**src/pkg/lui_pkg.sv**
```systemverilog
package lui_pkg;

  // ----------------------------------------------------------------
  // register offsets
  // ----------------------------------------------------------------
  localparam logic [4:0] ADDR_GLOBAL_CONFIG   = 5'h02;
  localparam logic [4:0] ADDR_MAINT_PATTERN   = 5'h0D;
  localparam logic [4:0] ADDR_IRQ_MASK_LOW    = 5'h14;
  localparam logic [4:0] ADDR_IRQ_MASK_HIGH   = 5'h15;
  localparam logic [4:0] ADDR_IRQ_EDGE_SEL    = 5'h16;
  localparam logic [4:0] ADDR_LINE_STAT_LOW   = 5'h17;
  localparam logic [4:0] ADDR_LINE_STAT_HIGH  = 5'h18;
  localparam logic [4:0] ADDR_IRQ_STAT_LOW    = 5'h19;
  localparam logic [4:0] ADDR_IRQ_STAT_HIGH   = 5'h1A;

  // ----------------------------------------------------------------
  // field positions
  // ----------------------------------------------------------------
  // global_config
  localparam int GCF_INT_PIN_LSB   = 0;
  localparam int GCF_T1E1_BIT      = 2;
  // maintenance_pattern_control
  localparam int MP_AUTO_ALL_ONES  = 0;
  localparam int MP_ALARM_IND_EN   = 1;
  localparam int MP_PATTERN_CLK    = 4;
  // low group: live status, edge select, mask and flag share positions
  localparam int LO_SIGNAL_LOSS    = 0;
  localparam int LO_ALARM_IND      = 1;
  localparam int LO_DRIVER_FAULT   = 2;
  localparam int LO_TX_CLOCK_LOST  = 3;
  localparam int LO_PATTERN_SYNC   = 4;
  localparam int LO_LOOP_DEACT     = 5;
  localparam int LO_LOOP_ACT       = 6;
  // line_status_high
  localparam int HI_REMOTE_LOOP    = 5;
  // high flag group (pulse events), bit order of the event input vector:
  // 0 counter overflow, 1 second timer, 2 code violation, 3 excess zero,
  // 4 pattern error, 5 jitter fifo under, 6 jitter fifo over, 7 waveform gen

  // ----------------------------------------------------------------
  // interrupt pin modes and reset values
  // ----------------------------------------------------------------
  localparam logic [1:0] INT_PIN_OPEN_DRAIN = 2'h0;
  localparam logic [1:0] INT_PIN_PP_LOW     = 2'h1;
  localparam logic [1:0] INT_PIN_PP_HIGH    = 2'h2;
  localparam logic [7:0] RST_GLOBAL_CONFIG  = 8'h00;
  localparam logic [7:0] RST_MAINT_PATTERN  = 8'h00;
  localparam logic [7:0] RST_MASK_LOW       = 8'h7F;
  localparam logic [7:0] RST_MASK_HIGH      = 8'hFF;
  localparam logic [7:0] RST_EDGE_SEL       = 8'h00;
  localparam logic [7:0] GCF_RW_BITS        = 8'h07;
  localparam logic [7:0] LOW_RW_BITS        = 8'h7F;

  // ----------------------------------------------------------------
  // timing
  // ----------------------------------------------------------------
  localparam int CLK_PERIOD_NS          = 40;
  localparam int TX_CLK_LOSS_REF_CYCLES = 70;
  localparam int REF_STOP_NS            = 2000;
  localparam int REF_STOP_CLKS          = REF_STOP_NS / CLK_PERIOD_NS;

endpackage : lui_pkg
```
**src/core/lui_irq_clk_sup.sv**
```systemverilog
`timescale 1ns/100ps
// Behaviour
// - interrupt pin config 00 gives open-drain active-low output
// - config 01 gives push-pull active low, 10 push-pull active high
// - every event has its own flag bit in the two flag registers
// - every event has its own mask bit in the two mask registers
// - events with live status set their flag per an edge select bit
// - edge select 0 flags rising change only, 1 flags any change
// - reading a flag register makes the interrupt output inactive unless the other holds unmasked flags or an unmasked event sets a flag in the read cycle
// - flag bits clear when the register holding them is read
// - mask bit 0 lets the event interrupt, 1 suppresses it
// - fifteen event sources are supported
// - seven events have live status and edge select, others flag and mask
// - tx clock lost set after more than 70 reference cycles without edges
// - tx clock loss disables driver unless remote loop or ref-clock patterns
// - tx clock lost status clears once tx clock edges return
// - tx clock loss is timed from the master reference clock
// - pattern clock select picks tx clock or reference for test patterns
// - auto all-ones and alarm indication always use the reference clock
// - a stopped reference clock puts the line driver in high impedance
// - signal loss with alarm indication enabled takes rx clock from reference
// - tx data is sampled on the tx clock edge chosen by a select bit
module lui_irq_clk_sup #(
  parameter int LOSS_CYCLES = lui_pkg::TX_CLK_LOSS_REF_CYCLES,
  parameter int STOP_CLKS   = lui_pkg::REF_STOP_CLKS
) (
  input  wire logic       clk,
  input  wire logic       rst,
  input  wire logic [4:0] reg_addr,
  input  wire logic       reg_wr,
  input  wire logic       reg_rd,
  input  wire logic [7:0] reg_wdata,
  output logic      [7:0] reg_rdata,
  input  wire logic       master_ref_clock,
  input  wire logic       tx_line_clock,
  input  wire logic       tx_data_in,
  input  wire logic       tx_sample_edge_sel,
  input  wire logic       signal_loss_status,
  input  wire logic       alarm_ind_status,
  input  wire logic       driver_fault_status,
  input  wire logic       pattern_sync_status,
  input  wire logic       loop_activate_code_status,
  input  wire logic       loop_deactivate_code_status,
  input  wire logic       remote_loop_active,
  input  wire logic       pattern_tx_active,
  input  wire logic [7:0] pulse_events,
  output logic            irq_out,
  output logic            irq_oe,
  output logic            line_driver_oe,
  output logic            pattern_clock_use_ref,
  output logic            rx_clock_from_ref,
  output logic            tx_data_sampled,
  output logic            tx_clock_lost_status,
  output logic            line_rate_t1
);

  // ----------------------------------------------------------------
  // pin synchronisers
  // ----------------------------------------------------------------
  logic [2:0] ref_sync_reg;
  logic [2:0] tx_line_clock_sync_reg;
  logic [1:0] tdata_sync_reg;

  // stage 0 is read only by stage 1; stage 2 is the edge history
  always_ff @(posedge clk) begin
    if (rst) begin
      ref_sync_reg   <= 3'h0;
      tx_line_clock_sync_reg  <= 3'h0;
      tdata_sync_reg <= 2'h0;
    end else begin
      ref_sync_reg   <= {ref_sync_reg[1:0], master_ref_clock};
      tx_line_clock_sync_reg  <= {tx_line_clock_sync_reg[1:0], tx_line_clock};
      tdata_sync_reg <= {tdata_sync_reg[0], tx_data_in};
    end
  end

  wire ref_rise  = ref_sync_reg[1] & ~ref_sync_reg[2];
  wire tx_line_clock_rise = tx_line_clock_sync_reg[1] & ~tx_line_clock_sync_reg[2];
  wire tx_line_clock_fall = ~tx_line_clock_sync_reg[1] & tx_line_clock_sync_reg[2];

  // ----------------------------------------------------------------
  // configuration registers
  // ----------------------------------------------------------------
  logic [7:0] global_config_reg;
  logic [7:0] maint_pattern_reg;
  logic [7:0] mask_low_reg;
  logic [7:0] mask_high_reg;
  logic [7:0] edge_sel_reg;

  wire wr_gcf   = reg_wr & (reg_addr == lui_pkg::ADDR_GLOBAL_CONFIG);
  wire wr_maint = reg_wr & (reg_addr == lui_pkg::ADDR_MAINT_PATTERN);
  wire wr_mlow  = reg_wr & (reg_addr == lui_pkg::ADDR_IRQ_MASK_LOW);
  wire wr_mhigh = reg_wr & (reg_addr == lui_pkg::ADDR_IRQ_MASK_HIGH);
  wire wr_edge  = reg_wr & (reg_addr == lui_pkg::ADDR_IRQ_EDGE_SEL);

  // reserved bits are dropped on write so they always read zero
  always_ff @(posedge clk) begin
    if (rst) begin
      global_config_reg <= lui_pkg::RST_GLOBAL_CONFIG;
      maint_pattern_reg <= lui_pkg::RST_MAINT_PATTERN;
      mask_low_reg      <= lui_pkg::RST_MASK_LOW;
      mask_high_reg     <= lui_pkg::RST_MASK_HIGH;
      edge_sel_reg      <= lui_pkg::RST_EDGE_SEL;
    end else begin
      if (wr_gcf) global_config_reg <= reg_wdata & lui_pkg::GCF_RW_BITS;
      if (wr_maint) maint_pattern_reg <= reg_wdata & lui_pkg::LOW_RW_BITS;
      if (wr_mlow) mask_low_reg <= reg_wdata & lui_pkg::LOW_RW_BITS;
      if (wr_mhigh) mask_high_reg <= reg_wdata;
      if (wr_edge) edge_sel_reg <= reg_wdata & lui_pkg::LOW_RW_BITS;
    end
  end

  wire [1:0] int_pin_cfg = global_config_reg[lui_pkg::GCF_INT_PIN_LSB +: 2];
  wire auto_all_ones_en    = maint_pattern_reg[lui_pkg::MP_AUTO_ALL_ONES];
  wire alarm_indication_en = maint_pattern_reg[lui_pkg::MP_ALARM_IND_EN];
  wire pattern_clock_sel   = maint_pattern_reg[lui_pkg::MP_PATTERN_CLK];

  // ----------------------------------------------------------------
  // tx clock loss, timed in reference clock cycles
  // ----------------------------------------------------------------
  logic [7:0] loss_count_reg;
  logic [7:0] loss_count_next;
  logic       tx_lost_reg;
  logic       tx_lost_next;

  // counter saturates just past the limit so it never wraps back to "ok"
  always_comb begin
    loss_count_next = loss_count_reg;
    tx_lost_next    = tx_lost_reg;
    if (tx_line_clock_rise) begin
      loss_count_next = 8'h00;
      tx_lost_next    = 1'b0;
    end else if (ref_rise) begin
      if (loss_count_reg <= 8'(LOSS_CYCLES)) begin
        loss_count_next = loss_count_reg + 8'h01;
      end
      if (loss_count_reg >= 8'(LOSS_CYCLES)) begin
        tx_lost_next = 1'b1;
      end
    end
  end

  always_ff @(posedge clk) begin
    if (rst) begin
      loss_count_reg <= 8'h00;
      tx_lost_reg    <= 1'b0;
    end else begin
      loss_count_reg <= loss_count_next;
      tx_lost_reg    <= tx_lost_next;
    end
  end

  // ----------------------------------------------------------------
  // reference clock stop detection, counted in core cycles
  // ----------------------------------------------------------------
  logic [15:0] stop_count_reg;
  logic        ref_stopped_reg;

  wire stop_limit = (stop_count_reg >= 16'(STOP_CLKS));

  always_ff @(posedge clk) begin
    if (rst) begin
      stop_count_reg  <= 16'h0000;
      ref_stopped_reg <= 1'b0;
    end else begin
      if (ref_rise) stop_count_reg <= 16'h0000;
      else if (!stop_limit) stop_count_reg <= stop_count_reg + 16'h0001;
      ref_stopped_reg <= stop_limit & ~ref_rise;
    end
  end

  // ----------------------------------------------------------------
  // event capture
  // ----------------------------------------------------------------
  logic [7:0] live_low;
  logic [7:0] live_prev_reg;
  logic [7:0] flag_low_reg;
  logic [7:0] flag_high_reg;

  // six live status inputs plus the internal tx clock loss
  always_comb begin
    live_low = 8'h00;
    live_low[lui_pkg::LO_SIGNAL_LOSS]   = signal_loss_status;
    live_low[lui_pkg::LO_ALARM_IND]     = alarm_ind_status;
    live_low[lui_pkg::LO_DRIVER_FAULT]  = driver_fault_status;
    live_low[lui_pkg::LO_TX_CLOCK_LOST] = tx_lost_reg;
    live_low[lui_pkg::LO_PATTERN_SYNC]  = pattern_sync_status;
    live_low[lui_pkg::LO_LOOP_DEACT]    = loop_deactivate_code_status;
    live_low[lui_pkg::LO_LOOP_ACT]      = loop_activate_code_status;
  end

  // edge select 0 flags a rise only, 1 flags any change
  wire [7:0] live_rise = live_low & ~live_prev_reg;
  wire [7:0] live_chg  = live_low ^ live_prev_reg;
  wire [7:0] set_low   = (edge_sel_reg & live_chg) | (~edge_sel_reg & live_rise);

  wire rd_flag_low  = reg_rd & (reg_addr == lui_pkg::ADDR_IRQ_STAT_LOW);
  wire rd_flag_high = reg_rd & (reg_addr == lui_pkg::ADDR_IRQ_STAT_HIGH);

  // an event in the read cycle survives: set wins over the read clear
  wire [7:0] flag_low_next  = (rd_flag_low ? 8'h00 : flag_low_reg) | set_low;
  wire [7:0] flag_high_next = (rd_flag_high ? 8'h00 : flag_high_reg) | pulse_events;

  always_ff @(posedge clk) begin
    if (rst) begin
      live_prev_reg <= 8'h00;
      flag_low_reg  <= 8'h00;
      flag_high_reg <= 8'h00;
    end else begin
      live_prev_reg <= live_low;
      flag_low_reg  <= flag_low_next & lui_pkg::LOW_RW_BITS;
      flag_high_reg <= flag_high_next;
    end
  end

  // ----------------------------------------------------------------
  // interrupt pin
  // ----------------------------------------------------------------
  // uses next flag values so the read clear drops the pin on the next edge
  wire irq_pending = |((flag_low_next & ~mask_low_reg) | (flag_high_next & ~mask_high_reg));

  // open drain only ever pulls low; the pull-up gives the idle level
  wire irq_out_next = (int_pin_cfg == lui_pkg::INT_PIN_PP_HIGH) ? irq_pending :
                      ((int_pin_cfg == lui_pkg::INT_PIN_OPEN_DRAIN) ? 1'b0 : ~irq_pending);
  wire irq_oe_next  = (int_pin_cfg == lui_pkg::INT_PIN_OPEN_DRAIN) ? irq_pending : 1'b1;

  // ----------------------------------------------------------------
  // clock selection and line driver control
  // ----------------------------------------------------------------
  wire use_ref_next = auto_all_ones_en | alarm_indication_en | pattern_clock_sel;
  wire ref_patterns = pattern_tx_active & use_ref_next;
  wire lost_blocks  = tx_lost_reg & ~(remote_loop_active | ref_patterns);
  wire driver_next  = ~ref_stopped_reg & ~lost_blocks;
  wire rx_ref_next  = signal_loss_status & alarm_indication_en;
  wire sample_now   = tx_sample_edge_sel ? tx_line_clock_fall : tx_line_clock_rise;

  // ----------------------------------------------------------------
  // register read mux
  // ----------------------------------------------------------------
  logic [7:0] rd_mux;

  // unmapped offsets read zero
  always_comb begin
    rd_mux = 8'h00;
    unique case (reg_addr)
      lui_pkg::ADDR_GLOBAL_CONFIG:  rd_mux = global_config_reg;
      lui_pkg::ADDR_MAINT_PATTERN:  rd_mux = maint_pattern_reg;
      lui_pkg::ADDR_IRQ_MASK_LOW:   rd_mux = mask_low_reg;
      lui_pkg::ADDR_IRQ_MASK_HIGH:  rd_mux = mask_high_reg;
      lui_pkg::ADDR_IRQ_EDGE_SEL:   rd_mux = edge_sel_reg;
      lui_pkg::ADDR_LINE_STAT_LOW:  rd_mux = live_low;
      lui_pkg::ADDR_LINE_STAT_HIGH: rd_mux = 8'(remote_loop_active) << lui_pkg::HI_REMOTE_LOOP;
      lui_pkg::ADDR_IRQ_STAT_LOW:   rd_mux = flag_low_reg;
      lui_pkg::ADDR_IRQ_STAT_HIGH:  rd_mux = flag_high_reg;
      default:                      rd_mux = 8'h00;
    endcase
  end

  // ----------------------------------------------------------------
  // output flops
  // ----------------------------------------------------------------
  // driver held off in reset, matching the idle state of the line
  always_ff @(posedge clk) begin
    if (rst) begin
      reg_rdata             <= 8'h00;
      irq_out               <= 1'b0;
      irq_oe                <= 1'b0;
      line_driver_oe        <= 1'b0;
      pattern_clock_use_ref <= 1'b0;
      rx_clock_from_ref     <= 1'b0;
      tx_data_sampled       <= 1'b0;
      tx_clock_lost_status  <= 1'b0;
      line_rate_t1          <= 1'b0;
    end else begin
      if (reg_rd) reg_rdata <= rd_mux;
      irq_out               <= irq_out_next;
      irq_oe                <= irq_oe_next;
      line_driver_oe        <= driver_next;
      pattern_clock_use_ref <= use_ref_next;
      rx_clock_from_ref     <= rx_ref_next;
      if (sample_now) tx_data_sampled <= tdata_sync_reg[1];
      tx_clock_lost_status  <= tx_lost_reg;
      line_rate_t1          <= global_config_reg[lui_pkg::GCF_T1E1_BIT];
    end
  end

endmodule : lui_irq_clk_sup

```
**config.mk**
```make
export PLATFORM = sky130hd
export DESIGN_NAME = lui_irq_clk_sup
export DESIGN_NICKNAME = d
export VERILOG_FILES = /design/src/pkg/lui_pkg.sv /design/src/core/lui_irq_clk_sup.sv
export SDC_FILE = /design/constraint.sdc
export NUM_CORES = 1
export LEC_CHECK = 0
export BUFFER_PORTS_ARGS = -buffer_cell sky130_fd_sc_hd__buf_2
export CAP_MARGIN = 20
export CORE_ASPECT_RATIO = 0.8
export CORE_MARGIN = 5
export CORE_UTILIZATION = 62
export CTS_CLUSTER_SIZE = 28
export DETAILED_ROUTE_END_ITERATION = 8
export PLACE_DENSITY = 0.84
export SLEW_MARGIN = 25
export SYNTH_ARGS = -nofsm -noshare
export SYNTH_HDL_FRONTEND = slang
export SYNTH_SLANG_ARGS = --single-unit
```
**constraint.sdc**
```tcl
create_clock -name clk -period 3.5 [get_ports clk]
set_clock_uncertainty 0.15 [all_clocks]
set_input_delay 0 -clock clk [delete_from_list [all_inputs] [get_ports clk]]
set_output_delay 0 -clock clk [all_outputs]
set_load 0.05 [all_outputs]
```
# Word-level counts from Yosys, hierarchy flattened
# Index checks and enable logic that the tools add are counted.
dict set report totals {
  out_inout_bits 16
  in_bits 37
  latchBits 0
  ram_bits 0
  n_memories 0
  mem_bits_ro 0
  register_bits 106
}
dict set report op_classes {
  order_cmp 3
  mul 0
  add_sub_neg 2
  reduce_logical 6
  muxes 7
  shifts 0
  n_eq_ne 10
  div 0
  n_bitwise 40
}
# op count
set ops {}
lappend ops {{case mux 8 bit (9 select lines)} 1}
lappend ops {{equality test 5 bit, second input constant} 7}
lappend ops {{OR 8 bit} 4}
lappend ops {{bitwise AND 8 bit} 3}
lappend ops {{adder 16 x 1 -> 16 bit, second input constant} 1}
lappend ops {{bitwise AND 7 x 8 -> 8 bit} 2}
lappend ops {{greater-or-equal comparator 16 x 6 -> 1 bit, second input constant} 1}
lappend ops {{two-way mux 8 bit} 2}
lappend ops {{inverter 7 -> 8 bit} 2}
lappend ops {{inverter 8 bit} 2}
lappend ops {{bitwise AND 1 bit} 15}
lappend ops {{adder 8 x 1 -> 8 bit, second input constant} 1}
lappend ops {{greater-or-equal comparator 8 x 7 -> 1 bit, second input constant} 1}
lappend ops {{<= comparator 8 x 7 -> 1 bit, second input constant} 1}
lappend ops {{inverter 1 bit} 8}
lappend ops {{OR reduction 8 bit} 1}
lappend ops {{XOR 7 x 8 -> 8 bit} 1}
lappend ops {{equality test 5 x 2 -> 1 bit, second input constant} 1}
lappend ops {{equality test 5 x 4 -> 1 bit, second input constant} 1}
lappend ops {{two-way mux 1 bit} 4}
lappend ops {{AND reduction 2 bit} 2}
lappend ops {{OR reduction 2 bit} 2}
lappend ops {{OR 1 bit} 3}
lappend ops {{equality test 2 bit, second input constant} 1}
lappend ops {{logical NOT 2 bit} 1}

# Logic depth before layout (Yosys ltp)
dict set report depth {
  ltp_word 11
  mapped_depth 9
  ltp_nobuf 8
}

# Worst setup path after synthesis
# Ideal clock, no wire load.
dict set report synth_timing {
  path_type {register -> register}
  startpoint {register stop_count_reg[0]}
  endpoint {register stop_count_reg[3]}
  stages_incl_launch_ff 8
  t_arrival_ns 1.724
  setup_time_ns 0.121
  path_buffers 0
  synth_period_minus_slack_ns 1.995
  setup_slack_ns 1.505
  cell_sequence {dfxtp_1 > inv_1 > ha_1 > or4_1 > a31oi_2 > and4_1 > xnor2_1 > nor2_1}
}
dict set report synth_via {
  elab_chain_cells 1
}
# element line_no
set synth_lines {}
lappend synth_lines {{from (decl)} lui_irq_clk_sup.sv:156} ;# logic [15:0] stop_count_reg;
lappend synth_lines {{from (signal assigned)} lui_irq_clk_sup.sv:167} ;# else if (!stop_limit) stop_count_reg <= stop_count_reg + 16'h0001;
lappend synth_lines {{adder 16 x 1 -> 16 bit or greater-or-equal comparator 16 x 6 -> 1 bit (tied branches)} {lui_irq_clk_sup.sv:167, lui_irq_clk_sup.sv:159}}
# Parallel ways exist; a longest one is shown, timed or not.
# A chain may end at the register's enable or synchronous reset.

# Final worst setup path
# Ends and elaborated chain as after synthesis.

==> impl_metrics.yaml <==
critical_path:
  startpoint_type: "flop"
  cp_max_fo: 7
  worst_ep_required_time_ns: 3.61
  endpoint_kind: "flop"
  critPathArrivalTime_ns: 2.25
  timing.rr.end: "stop_count_reg[3]$_SDFFE_PP0N_"
  critPathCapture: "stop_count_reg[3]$_SDFFE_PP0N_"
  cp-startpoint: "stop_count_reg[0]$_SDFFE_PP0N_"
  reg2reg_depth: 7
  crit_type: "flop to flop"
  rrSetupSlack_ns: 1.36
  reg2reg_from: "stop_count_reg[0]$_SDFFE_PP0N_"
synthesis:
  ys.flop_type: "dfxtp_1"
  async_flop_share: 0
  netlist_instances: 508
  synth_common_cells: "dfxtp_1, nand2_1, nor2_1"
  syn_avg_cell_area_um2: 8.64
  syn_area_um2: 4390
  synth_top_area_share: 0.470
  yosysWarnings: 0
  synth.most_common_cell: "dfxtp_1"
  synth_cell_type_count: 52
  synth_area_leaders: "dfxtp_1, nand2_1, a21oi_1"
  synth_edf_count: 0
  synth_top_area_cell: "dfxtp_1"
  syn-num-nets: 556
  seq_area_frac_synth: 0.470
  synth_seq_cells: 103
floorplan:
  dieArea_um2: 8870
  core_um2: 6890
  rows: 27
  chipHeight_um: 85.2
  start_util: 0.637
  io_pins: 53
  die_x_um: 104
timing:
  hold_viol: 0
  tightestPinTransition_ns: 0.965
  max_freq_mhz: 466
  holdWs_ns: 0.0496
  worst_slack_ns: 1.36
  period_minus_slack_ns: 2.14
  setup_violations: 0
  period_share: 0.612
  relSlewSlack: 0.353
  rsz0062_at_grt: "false"
  final.setup.tns_ns: 0
  drv_slew: 0
route:
  drt-total-wl_mm: 11.7
  viasPerCell: 6.01
  vias: 4054
  postRouteAntennaNets: 0
  first_pass_iters: 7
  drt_first_iter_violations: 429
  wl_per_cell_um: 17.4
  drcViolationCount: 0
power_and_ir_drop:
  worst_ir_drop_vdd_v: 0.000295
  p_leak_nw: 2.18
  power_density_nw_per_um2: 423
hold_path:
  worstHoldPathType: "input pin to flop"
layout:
  largest_register_ffs: 16
  fin_nets: 630
  layout-drive-gt1-share: 0.143
  fill_cells: 499
  area_growth_pct: 18.1
  final_area_um2: 5180
  multiInputGateArea_um2: 2130
  antenna-diode-count: 0
  fin_util: 0.751
  ff_latch_area_um2: 2060
place:
  place_area_um2: 4670
  portBuffers: 52
  gp_congestion: 0.983
  dp_hpwl_mm: 8.07
  place_ws_ns: 1.30
global_route:
  grt_max_degree: 47
  grt_pass1_wl_mm: 19.1
  grt_pass1_vias: 3905
  overflow: 0
  grt_usage: 0.265
  antenna_found_initial: 0
clock_tree:
  cts_root_buf: "clkbuf_8"
  cts_max_level: 3
  clockBufferDepth: 2
  path_clk_slew_ns: 0.10
  cts_resized: 0
  clock-sinks: 103
  cts_inserted_buffers: 9
  clk-insertion-delay-late_ns: 0.37
  cts_hold_buffers: 30
  cts_tree: "done"
  cts_setup_buffers: 0
flow_run:
  cap_violations: 0
run_status:
  status: "completed"
## power by group
group | switching, mW | internal [mW] | total (mW)
Sequential | 0.0241 | 1.20 | 1.23
Combinational | 0.115 | 0.0865 | 0.202
Clock | 0.421 | 0.341 | 0.762
## cells in the final DEF, fill, tap and decap left out, drive strengths merged, types with 10 or more instances in the layout
master / count
a21oi: 41
a22oi: 24
and2: 13
buf: 54
dfxtp: 103
dlygate4sd3: 30
ha: 11
inv: 29
nand2: 68
nand2b: 10
nand3: 32
nand3b: 17
nor2: 47
nor2b: 17
## routing by layer
metal | part of all wire | global-route usage | vias up
met3 | 0.12 | 0.0738 | 49
met4 | 0.035 | 0.114 | 0
met5 | 0 | 0 | -
met2 | 0.43 | 0.398 | 277
met1 | 0.41 | 0.360 | 1813
li1 | - | - | 1915
## worst min path at each step
stage | from | end | slack [ns] | cells after the start
after global routing | rst | tx_data_sampled$_SDFFE_PP0P_ | 0.07 | 2
after global placement | master_ref_clock | ref_sync_reg[0]$_SDFF_PP0_ | 0.06 | 2
after CTS | rst | tx_data_sampled$_SDFFE_PP0P_ | 0.04 | 2
final | rst | tx_data_sampled$_SDFFE_PP0P_ | 0.05 | 2
after floorplan | pulse_events[0] | flag_high_reg[0]$_SDFF_PP0_ | -0.03 | 2
after detailed placement | tx_data_in | tdata_sync_reg[0]$_SDFF_PP0_ | 0.06 | 2
## final cells by class
class / count / area share
clock buffers: 9 / 0.0239
clock inverters: 7 / 0.0157
inverters: 27 / 0.0196
multi-input cells: 357 / 0.410
flip-flops and latches: 103 / 0.398
well taps: 87 / 0.0210
repair buffers: 84 / 0.111
## through the flow
stage          power [mW]  instances
3_3_place_gp         1.42        628
4_1_cts              2.20        674
2_1_floorplan        1.36        508
5_1_grt              2.27        674
6_report             2.19        674
3_5_place_dp         1.42        628
## logic make-up after synthesis
logic type | after synthesis | synth area share
simple gates | 226 | 0.262
buf+inv | 48 | 0.0453
fa+ha+maj | 11 | 0.0314
mux | 6 | 0.0137
xor+xnor | 9 | 0.0180
compound gates | 105 | 0.160
flops | 103 | 0.470
## worst max-delay path, stage by stage, from the launching register on
cell and delay (ns):
dfxtp_1 0.40, inv_1 0.06, ha_1 0.18, or4_1 0.42, a31oi_2 0.37, and4_1 0.29, xnor2_1 0.12, nor2_1 0.06
(Power assumes the default switching activity.)
